### src/common/fic_pkg.sv
package fic_pkg;
  // ----------------------------------------------------------------------
  // Source numbering in natural order
  // ----------------------------------------------------------------------
  localparam int NUM_SRC = 13;
  localparam int SRC_PF  = 0;
  localparam int SRC_X0  = 1;
  localparam int SRC_T0  = 2;
  localparam int SRC_X1  = 3;
  localparam int SRC_T1  = 4;
  localparam int SRC_S0  = 5;
  localparam int SRC_T2  = 6;
  localparam int SRC_S1  = 7;
  localparam int SRC_X2  = 8;
  localparam int SRC_X3  = 9;
  localparam int SRC_X4  = 10;
  localparam int SRC_X5  = 11;
  localparam int SRC_WD  = 12;

  // ----------------------------------------------------------------------
  // Levels, vectors, field positions
  // ----------------------------------------------------------------------
  localparam logic [2:0] LEVEL_PF   = 3'h4;
  localparam logic [2:0] LEVEL_NONE = 3'h7;
  localparam logic [7:0] VEC_PF     = 8'h33;
  localparam logic [7:0] VEC_X0     = 8'h03;
  localparam logic [7:0] VEC_STEP   = 8'h08;
  localparam logic [7:0] VEC_S1     = 8'h3B;
  localparam logic [7:0] VEC_WD     = 8'h63;
  localparam int GATE_BIT      = 7;
  localparam int POR_BIT       = 6;
  localparam int PF_EN_BIT     = 5;
  localparam int WDT_RST_BIT   = 3;
  localparam int OSC_RST_BIT   = 5;
  localparam logic [3:0] FLASH_CMD_RESET = 4'h0;
  localparam logic [1:0] TA_IDLE = 2'h0;
  localparam int NEST_DEPTH = 5;

  // ----------------------------------------------------------------------
  // Timed access key bytes; values arbitrary
  // ----------------------------------------------------------------------
  localparam logic [7:0] TA_KEY1 = 8'hAA;
  localparam logic [7:0] TA_KEY2 = 8'h55;
  localparam int TA_WINDOW_CYC = 3;

  typedef enum logic [1:0] {FIC_TA_IDLE, FIC_TA_HALF, FIC_TA_OPEN}
    fic_ta_type;
endpackage : fic_pkg

### src/logic/fic_core.sv
`timescale 1ns/1ps
// Contract
// - Keep power-on, watchdog and oscillator-fail reset-cause flag bits.
// - Flash-command and external-pin resets set no cause flag.
// - Flash command field writes accepted only after timed access sequence.
// - Five levels; power-fail fixed at 4, others programmable 0 to 3.
// - Each source has a fixed vector: power-fail 33h, watchdog 63h.
// - Flags set on condition regardless of enables; vector needs enables.
// - Pin 0/1 flags clear on vector in edge mode, follow pin in level.
// - Timer 0/1 overflow flags clear automatically on vectoring.
// - Each source needs its individual enable bit to request.
// - Global gate low blocks all sources except power-fail.
// - Power-fail vectors when its own enable set, ignoring global gate.
// - Sample and arbitrate only in final memory cycle of an instruction.
// - Hold service state until return instruction, then resume old flow.
// - Preemption only by strictly higher level than one being serviced.
// - Equal levels resolve by natural order; natural order never preempts.
// - Pin 0/1 request on low level, or high-then-low samples in edge mode.
// - Pins 2,4 rising edge, pins 3,5 falling edge; flag 1 means pending.
module fic_core
  import fic_pkg::*;
(
  // Clock and reset
  input  wire logic       mclk_i,
  input  wire logic       sys_rst_i,
  // Reset cause, one-cycle pulses from the reset generators
  input  wire logic       por_event_i,
  input  wire logic       wdt_reset_event_i,
  input  wire logic       osc_fail_event_i,
  input  wire logic       sw_clr_por_i,
  input  wire logic       sw_clr_wdt_rst_i,
  input  wire logic       sw_clr_osc_rst_i,
  // Flash command access
  input  wire logic       ta_write_i,
  input  wire logic [7:0] ta_data_i,
  input  wire logic       flash_cmd_wr_i,
  input  wire logic [3:0] flash_cmd_data_i,
  // Configuration
  input  wire logic [7:0] interrupt_enable_reg_i,
  input  wire logic [4:0] ext_irq_enable_reg_i,
  input  wire logic [6:0] prio_low_bits_reg_i,
  input  wire logic [6:0] prio_high_bits_reg_i,
  input  wire logic [4:0] ext_prio_low_bits_reg_i,
  input  wire logic [4:0] ext_prio_high_bits_reg_i,
  input  wire logic       supply_drop_irq_en_i,
  input  wire logic [1:0] pin_trigger_mode_bit_i,
  // Event sources
  input  wire logic       supply_low_i,
  input  wire logic [5:0] ext_pin_i,
  input  wire logic       timer0_ovf_i,
  input  wire logic       timer1_ovf_i,
  input  wire logic       timer2_overflow_flag_i,
  input  wire logic       timer2_capture_edge_flag_i,
  input  wire logic [1:0] serial0_flags_i,
  input  wire logic [1:0] serial1_flags_i,
  input  wire logic       watchdog_irq_flag_i,
  // Software flag writes: clear mask then set mask, per source
  input  wire logic [12:0] sw_flag_clr_i,
  input  wire logic [12:0] sw_flag_set_i,
  // CPU sequencer
  input  wire logic       last_mem_cycle_i,
  input  wire logic       return_from_service_instr_i,
  // Outputs
  output logic            vector_req_o,
  output logic [7:0]      vector_addr_o,
  output logic [12:0]     flags_o,
  output logic [2:0]      active_level_o,
  output logic            in_service_o,
  output logic [7:0]      watchdog_ctrl_reg_o,
  output logic [7:0]      power_ctrl_reg_o,
  output logic [3:0]      flash_cmd_reg_o,
  output logic            flash_cmd_strobe_o
);
  // ----------------------------------------------------------------------
  // Reset cause flags survive the system reset; software clears, and a power-on event also clears the oscillator flag
  // ----------------------------------------------------------------------
  logic por_flag, wdt_flag, osc_flag;
  logic next_por_flag, next_wdt_flag, next_osc_flag;

  // Events win over a same-cycle clear; no input exists for flash or pin
  always_comb
  begin
    next_por_flag = por_event_i | (por_flag & ~sw_clr_por_i);
    next_wdt_flag = wdt_reset_event_i | (wdt_flag & ~sw_clr_wdt_rst_i);
    next_osc_flag = osc_fail_event_i
                  | (osc_flag & ~sw_clr_osc_rst_i & ~por_event_i);
  end

  // Deliberately not reset by sys_rst_i, else the cause would be lost
  always_ff @(posedge mclk_i)
  begin
    por_flag <= next_por_flag;
    wdt_flag <= next_wdt_flag;
    osc_flag <= next_osc_flag;
  end

  // ----------------------------------------------------------------------
  // Timed access for the flash command field
  // ----------------------------------------------------------------------
  fic_ta_type  ta_state, next_ta_state;
  logic [1:0]  ta_cnt, next_ta_cnt;
  logic [3:0]  fcmd, next_fcmd;
  logic        fstb, next_fstb;

  always_comb
  begin
    next_ta_state = ta_state;
    next_ta_cnt   = (ta_cnt == TA_IDLE) ? TA_IDLE : ta_cnt - 2'h1;
    next_fcmd     = fcmd;
    next_fstb     = 1'b0;
    case (ta_state)
      FIC_TA_IDLE:
        if (ta_write_i && ta_data_i == TA_KEY1)
        begin
          next_ta_state = FIC_TA_HALF;
          next_ta_cnt   = 2'(TA_WINDOW_CYC);
        end
      FIC_TA_HALF:
        if (ta_write_i && ta_data_i == TA_KEY2)
        begin
          next_ta_state = FIC_TA_OPEN;
          next_ta_cnt   = 2'(TA_WINDOW_CYC);
        end
        else if (ta_write_i || ta_cnt == TA_IDLE)
          next_ta_state = FIC_TA_IDLE;
      FIC_TA_OPEN:
        if (flash_cmd_wr_i)
        begin
          next_fcmd     = flash_cmd_data_i;
          next_fstb     = 1'b1;
          next_ta_state = FIC_TA_IDLE;
        end
        else if (ta_cnt == TA_IDLE)
          next_ta_state = FIC_TA_IDLE;
      default:
        next_ta_state = FIC_TA_IDLE;
    endcase
  end // Writes while locked are silently dropped

  always_ff @(posedge mclk_i)
  begin
    if (sys_rst_i)
    begin
      ta_state <= FIC_TA_IDLE;
      ta_cnt   <= TA_IDLE;
      fcmd     <= FLASH_CMD_RESET;
      fstb     <= 1'b0;
    end
    else
    begin
      ta_state <= next_ta_state;
      ta_cnt   <= next_ta_cnt;
      fcmd     <= next_fcmd;
      fstb     <= next_fstb;
    end
  end

  // ----------------------------------------------------------------------
  // Source flags
  // ----------------------------------------------------------------------
  logic [5:0]  pin_q, next_pin_q;
  logic [12:0] flag, next_flag;
  logic [12:0] ev;
  logic [12:0] hw_ack_clr;
  logic        take;
  logic [3:0]  win_idx;

  // Condition pulses; pin samples are one cycle apart
  always_comb
  begin
    next_pin_q = ext_pin_i;
    ev         = '0;
    ev[SRC_T0] = timer0_ovf_i;
    ev[SRC_T1] = timer1_ovf_i;
    ev[SRC_X0] = pin_q[0] & ~ext_pin_i[0];
    ev[SRC_X1] = pin_q[1] & ~ext_pin_i[1];
    ev[SRC_X2] = ~pin_q[2] & ext_pin_i[2];
    ev[SRC_X3] = pin_q[3] & ~ext_pin_i[3];
    ev[SRC_X4] = ~pin_q[4] & ext_pin_i[4];
    ev[SRC_X5] = pin_q[5] & ~ext_pin_i[5];
    ev[SRC_WD] = watchdog_irq_flag_i;
  end

  // Only timer 0/1 and pins 0/1 in edge mode clear when acknowledged
  always_comb
  begin
    hw_ack_clr = '0;
    if (take)
    begin
      if (win_idx == 4'(SRC_T0) || win_idx == 4'(SRC_T1))
        hw_ack_clr[win_idx] = 1'b1;
      if (win_idx == 4'(SRC_X0) && pin_trigger_mode_bit_i[0])
        hw_ack_clr[SRC_X0] = 1'b1;
      if (win_idx == 4'(SRC_X1) && pin_trigger_mode_bit_i[1])
        hw_ack_clr[SRC_X1] = 1'b1;
    end
  end // Others stay set for software, except serial, timer 2 and level-mode pins, which follow their inputs

  // Set wins over any clear; enables play no part here
  always_comb
  begin
    next_flag = (flag & ~sw_flag_clr_i & ~hw_ack_clr) | ev | sw_flag_set_i;
    next_flag[SRC_PF] = supply_low_i | sw_flag_set_i[SRC_PF]
                      | (flag[SRC_PF] & ~sw_flag_clr_i[SRC_PF]);
    next_flag[SRC_S0] = |serial0_flags_i;
    next_flag[SRC_S1] = |serial1_flags_i;
    next_flag[SRC_T2] = timer2_overflow_flag_i | timer2_capture_edge_flag_i;
    if (!pin_trigger_mode_bit_i[0])
      next_flag[SRC_X0] = ~ext_pin_i[0];
    if (!pin_trigger_mode_bit_i[1])
      next_flag[SRC_X1] = ~ext_pin_i[1];
  end

  always_ff @(posedge mclk_i)
  begin
    if (sys_rst_i)
    begin
      pin_q <= 6'h3F;
      flag  <= '0;
    end
    else
    begin
      pin_q <= next_pin_q;
      flag  <= next_flag;
    end
  end

  // ----------------------------------------------------------------------
  // Enables, levels and arbitration
  // ----------------------------------------------------------------------
  logic [12:0] en, req;
  logic [38:0] lvl;
  logic        win_any;
  logic [2:0]  win_lvl;
  logic [7:0]  win_vec;

  // Enable bits line up with sources 1..12
  always_comb
  begin
    en[SRC_PF] = supply_drop_irq_en_i;
    en[7:1]    = interrupt_enable_reg_i[6:0]
               & {7{interrupt_enable_reg_i[GATE_BIT]}};
    en[12:8]   = ext_irq_enable_reg_i
               & {5{interrupt_enable_reg_i[GATE_BIT]}};
    req        = flag & en;
  end

  // One level per source from its high and low priority bits; power-fail fixed at 4
  generate
    for (genvar g = 0; g < NUM_SRC; g++)
    begin : g_lvl
      if (g == SRC_PF)
      begin : g_pf
        assign lvl[3*g +: 3] = LEVEL_PF;
      end
      else if (g < SRC_X2)
      begin : g_base
        assign lvl[3*g +: 3] = {1'b0, prio_high_bits_reg_i[g-1],
                                prio_low_bits_reg_i[g-1]};
      end
      else
      begin : g_ext
        assign lvl[3*g +: 3] = {1'b0, ext_prio_high_bits_reg_i[g-8],
                                ext_prio_low_bits_reg_i[g-8]};
      end
    end
  endgenerate

  fic_arbiter #(.N(NUM_SRC)) u_arb (
    .req_i   (req),
    .level_i (lvl),
    .any_o   (win_any),
    .idx_o   (win_idx),
    .level_o (win_lvl)
  );

  // Fixed vector table
  always_comb
  begin
    case (win_idx)
      4'(SRC_PF): win_vec = VEC_PF;
      4'(SRC_S1): win_vec = VEC_S1;
      4'(SRC_WD): win_vec = VEC_WD;
      default:
        if (win_idx < 4'(SRC_S1))
          win_vec = VEC_X0 + VEC_STEP * {4'h0, win_idx - 4'h1};
        else
          win_vec = VEC_X0 + VEC_STEP * {4'h0, win_idx};
    endcase
  end

  // ----------------------------------------------------------------------
  // Nesting stack of active levels
  // ----------------------------------------------------------------------
  logic [2:0] stk [NEST_DEPTH];
  logic [2:0] next_stk [NEST_DEPTH];
  logic [2:0] depth, next_depth;
  logic [2:0] cur_lvl;
  logic       vreq, next_vreq;
  logic [7:0] vaddr, next_vaddr;

  // Strictly higher only: equal level never preempts
  always_comb
  begin
    cur_lvl = (depth == 3'h0) ? LEVEL_NONE : stk[0];
    take    = last_mem_cycle_i && win_any
            && (depth == 3'h0 || win_lvl > cur_lvl);
  end

  // Push on vector, pop on return; until then service holds
  always_comb
  begin
    next_stk   = stk;
    next_depth = depth;
    next_vreq  = take;
    next_vaddr = take ? win_vec : vaddr;
    if (take)
    begin
      for (int i = NEST_DEPTH - 1; i > 0; i--)
        next_stk[i] = stk[i-1];
      next_stk[0] = win_lvl;
      next_depth  = depth + 3'h1;
    end
    else if (return_from_service_instr_i && depth != 3'h0)
    begin
      for (int i = 0; i < NEST_DEPTH - 1; i++)
        next_stk[i] = stk[i+1];
      next_stk[NEST_DEPTH-1] = 3'h0;
      next_depth = depth - 3'h1;
    end
  end

  always_ff @(posedge mclk_i)
  begin
    if (sys_rst_i)
    begin
      for (int i = 0; i < NEST_DEPTH; i++)
        stk[i] <= 3'h0;
      depth <= 3'h0;
      vreq  <= 1'b0;
      vaddr <= 8'h00;
    end
    else
    begin
      stk   <= next_stk;
      depth <= next_depth;
      vreq  <= next_vreq;
      vaddr <= next_vaddr;
    end
  end

  // ----------------------------------------------------------------------
  // Outputs, all registered
  // ----------------------------------------------------------------------
  logic [7:0] wdc_q, power_ctrl_reg_q;
  logic [2:0] alvl_q;
  logic       insvc_q;

  always_ff @(posedge mclk_i)
  begin
    wdc_q   <= {1'b0, por_flag, supply_drop_irq_en_i, flag[SRC_PF],
                wdt_flag, 3'h0};
    power_ctrl_reg_q  <= {2'h0, osc_flag, 5'h00};
    alvl_q  <= (next_depth == 3'h0) ? 3'h0 : next_stk[0];
    insvc_q <= (next_depth != 3'h0);
  end

  assign vector_req_o        = vreq;
  assign vector_addr_o       = vaddr;
  assign flags_o             = flag;
  assign active_level_o      = alvl_q;
  assign in_service_o        = insvc_q;
  assign watchdog_ctrl_reg_o = wdc_q;
  assign power_ctrl_reg_o    = power_ctrl_reg_q;
  assign flash_cmd_reg_o     = fcmd;
  assign flash_cmd_strobe_o  = fstb;
endmodule : fic_core

### src/logic/fic_arbiter.sv
`timescale 1ns/1ps
// --------------------------------------------------------------------------
// Priority arbiter: highest level wins, ties to lowest source index
// --------------------------------------------------------------------------
module fic_arbiter
  import fic_pkg::*;
#(
  parameter int N = NUM_SRC
)(
  // Requests and levels
  input  wire logic [N-1:0]   req_i,
  input  wire logic [3*N-1:0] level_i,
  // Winner
  output logic               any_o,
  output logic [3:0]         idx_o,
  output logic [2:0]         level_o
);
  // Scan from last to first so the lowest natural index wins a tie
  always_comb
  begin
    any_o   = 1'b0;
    idx_o   = 4'h0;
    level_o = 3'h0;
    for (int i = N - 1; i >= 0; i--)
    begin
      if (req_i[i] && (!any_o || level_i[3*i +: 3] >= level_o))
      begin
        any_o   = 1'b1;
        idx_o   = 4'(i);
        level_o = level_i[3*i +: 3];
      end
    end
  end
endmodule : fic_arbiter

### config.mk
export PLATFORM = sky130hd
export DESIGN_NAME = fic_core
export DESIGN_NICKNAME = d
export VERILOG_FILES = /design/src/common/fic_pkg.sv /design/src/logic/fic_core.sv /design/src/logic/fic_arbiter.sv
export SDC_FILE = /design/constraint.sdc
export NUM_CORES = 1
export LEC_CHECK = 0
export BUFFER_PORTS_ARGS = -buffer_cell sky130_fd_sc_hd__buf_4
export CAP_MARGIN = 10
export CORE_MARGIN = 4
export CORE_UTILIZATION = 50
export DETAILED_ROUTE_END_ITERATION = 7
export PLACE_DENSITY = 0.77
export SLEW_MARGIN = 40
export SYNTH_ARGS = -nofsm -noshare
export SYNTH_HDL_FRONTEND = slang
export SYNTH_HIERARCHICAL = 1
export SYNTH_SLANG_ARGS = --single-unit
### constraint.sdc
create_clock -name mclk_i -period 28.1 [get_ports mclk_i]
set_clock_uncertainty 0.15 [all_clocks]
set_input_delay 4.215 -clock mclk_i [delete_from_list [all_inputs] [get_ports mclk_i]]
set_output_delay 4.215 -clock mclk_i [all_outputs]
set_load 0.005 [all_outputs]
==> impl_metrics.json <==
{
  "drcViolationCount": 0,
  "hpwl_um": 10000,
  "cts_tree": "built",
  "grtUsageTotal_pct": 22.1,
  "seq_area_frac_synth_pct": 26.7,
  "synth_area_mm2": 0.00481,
  "synth_area_leaders": "dfxtp_1 (27%), ha_1 (11%), nor2_1 (5.2%)",
  "cp-startpoint": "interrupt_enable_reg_i[7]",
  "final_cell_mix": "buf_4 (133), nor2_1 (65), nand2_1 (65)",
  "maxCapViolations": 0,
  "layout.cells.most_common": "buf_4",
  "gr-total-overflow": 0,
  "yosysTopAreaCell": "dfxtp_1",
  "critPathKind": "in -> reg",
  "tns_ns": 0,
  "period_needed_ns": 22.72,
  "cts_buffers": 9,
  "clkTransAtPathRegs_ns": 0.08,
  "die_h_um": 106,
  "drt_iter0_drc": 191,
  "async_flop_share_pct": 0,
  "synth_top_area_share_pct": 26.7,
  "cp_slowest_cell": "o31ai_1",
  "max_slew_margin_pct": 50.7,
  "die_w_um": 106,
  "fmax_ghz": 0.0440,
  "cp-start-kind": "input pin",
  "finalCritPeriodShare_pct": 80.8,
  "initial_utilization_pct": 51.8,
  "synth_edf_count": 0,
  "cts_max_path_buffers": 2,
  "crit_arrival_ns": 22.78,
  "ys_ff_latch": 64,
  "reg2reg_slack_ns": 9.09,
  "ir_drop_mv": 0.0635,
  "multi_input_area_mm2": 0.00335,
  "root_buffer": "clkbuf_8",
  "antenna_left": 0,
  "cp.required_ns": 28.17,
  "antenna_cells": 0,
  "grt_pass1_vias": 4584,
  "synth_cell_type_count": 78,
  "p_leak_nw": 2.94,
  "wl_per_cell_um": 13.9,
  "seq_area_mm2": 0.00128,
  "clk-insertion-delay-late_ns": 0.34,
  "cp_common_cell": "ha_1",
  "rows": 35,
  "setup_viol": 0,
  "crit_buf_inv": 2,
  "path_max_fanout": 31,
  "outcome": "complete, no violations",
  "drive_gt1_share_pct": 26.2,
  "hold_viol_final": 0,
  "grt_max_degree": 53,
  "coreArea_mm2": 0.00928,
  "hp-class": "reg -> reg",
  "final_max_slew_viol_count": 0,
  "timing.hold.ws_ns": 0.200,
  "areaGrowthSynthToFinish_pct": 28.9,
  "postCtsResizedCells": 0,
  "end_kind": "register",
  "yosys_warnings": 6,
  "finalNetCount": 910,
  "postCtsHoldBufs": 0,
  "clock-sinks": 64,
  "cts_setup_buffers": 0,
  "fill_cells": 816,
  "htreeDepth": 3,
  "worst_pin_slew_ns": 0.733,
  "crit_path_max_incr_delay_ns": 0.61,
  "gp_congestion": 0.896,
  "ys.flop_type": "dfxtp_1",
  "min_from": "osc_flag",
  "numPortBuffers": 133,
  "timing.rr.start": "flags_o[12]",
  "wirelength_um": 12400,
  "rsz0062_at_grt": "false",
  "io_pins": 153,
  "powerDensity_mw_per_mm2": 63.6,
  "die_area_mm2": 0.0112,
  "grt_pass1_wl_um": 20600,
  "antenna_found_initial": 0,
  "crit_family": "compound AO/OA/AOI/OAI gates",
  "avgSynthCellArea_um2": 7.90,
  "drtPass1Iterations": 4,
  "vias": 4766,
  "syn_inst": 608,
  "viasPerCell": 5.33
}
==> routing by layer <==
metal	wire (um)	up-vias	GRT usage, %
met5	0	-	0
met4	177	0	6.48
met3	761	16	4.74
met2	6140	130	39.3
met1	5330	2196	26.7
li1	-	2424	-
==> final cells by class <==
cell class	instances	area share, %
inverters	41	2.48
clock inverters	7	2.00
well taps	129	2.61
multi-input cells	512	54.1
clock buffers	9	2.00
flip-flops and latches	64	20.7
repair buffers	133	16.1
==> sequential cells by signal (all words and copies together) (netlist names), 2 cells and up <==
register / cells
active_level_o: 3
depth: 3
flags_o: 13
flash_cmd_reg_o: 4
pin_q: 6
stk: 15
ta_cnt: 2
ta_state: 2
vector_addr_o: 5
watchdog_ctrl_reg_o: 4
==> through the flow <==
stage | instances | setup WS [ns] | area [um^2] | power, mW | util (%)
finish | 895 | 5.38 | 6200 | 0.394 | 66.7
global route | 895 | 3.81 | 6200 | 0.425 | 66.7
CTS | 895 | 5.48 | 6190 | 0.397 | 66.7
detailed placement | 879 | 5.15 | 5940 | 0.297 | 64.0
global placement | 879 | 4.86 | 5930 | 0.288 | 63.9
floorplan | 650 | 7.10 | 4960 | 0.245 | -
==> cells by family after synthesis <==
group,synth area share (%)
other,0.156
buffers and inverters,7.32
multiplexers,3.98
adder cells (fa/ha/maj),11.2
flip-flops,26.7
AO/OA/AOI/OAI,22.9
AND/OR/NAND/NOR,27.8
==> Yosys cell counts (all sizes together), types with 12 or more instances <==
library cell,count
nor2,68
nand2,66
dfxtp,64
ha,43
a21oi,41
inv,41
buf,21
o21ai,21
and3,17
nand2b,17
nand3,17
or2,14
a311oi,12
clkbuf,12
nor3,12
==> path summary, 6_finish.rpt <==
path	end	depth (start not counted)
worst max-delay path	active_level_o[2]	79
worst min-delay path	power_ctrl_reg_o[5]	0
worst max register to register	active_level_o[2]	78
worst min register to register	power_ctrl_reg_o[5]	0
==> where the power goes <==
group / internal, mW / total (mW) / switching (mW) / leakage [nW]
sequential: 0.109 / 0.120 / 0.0109 / 0.530
clock: 0.0598 / 0.0981 / 0.0383 / 0.121
combinational: 0.0780 / 0.176 / 0.0984 / 2.29
total: 0.247 / 0.394 / 0.148 / 2.94
Note: power is estimated with default switching activity, not from simulation.
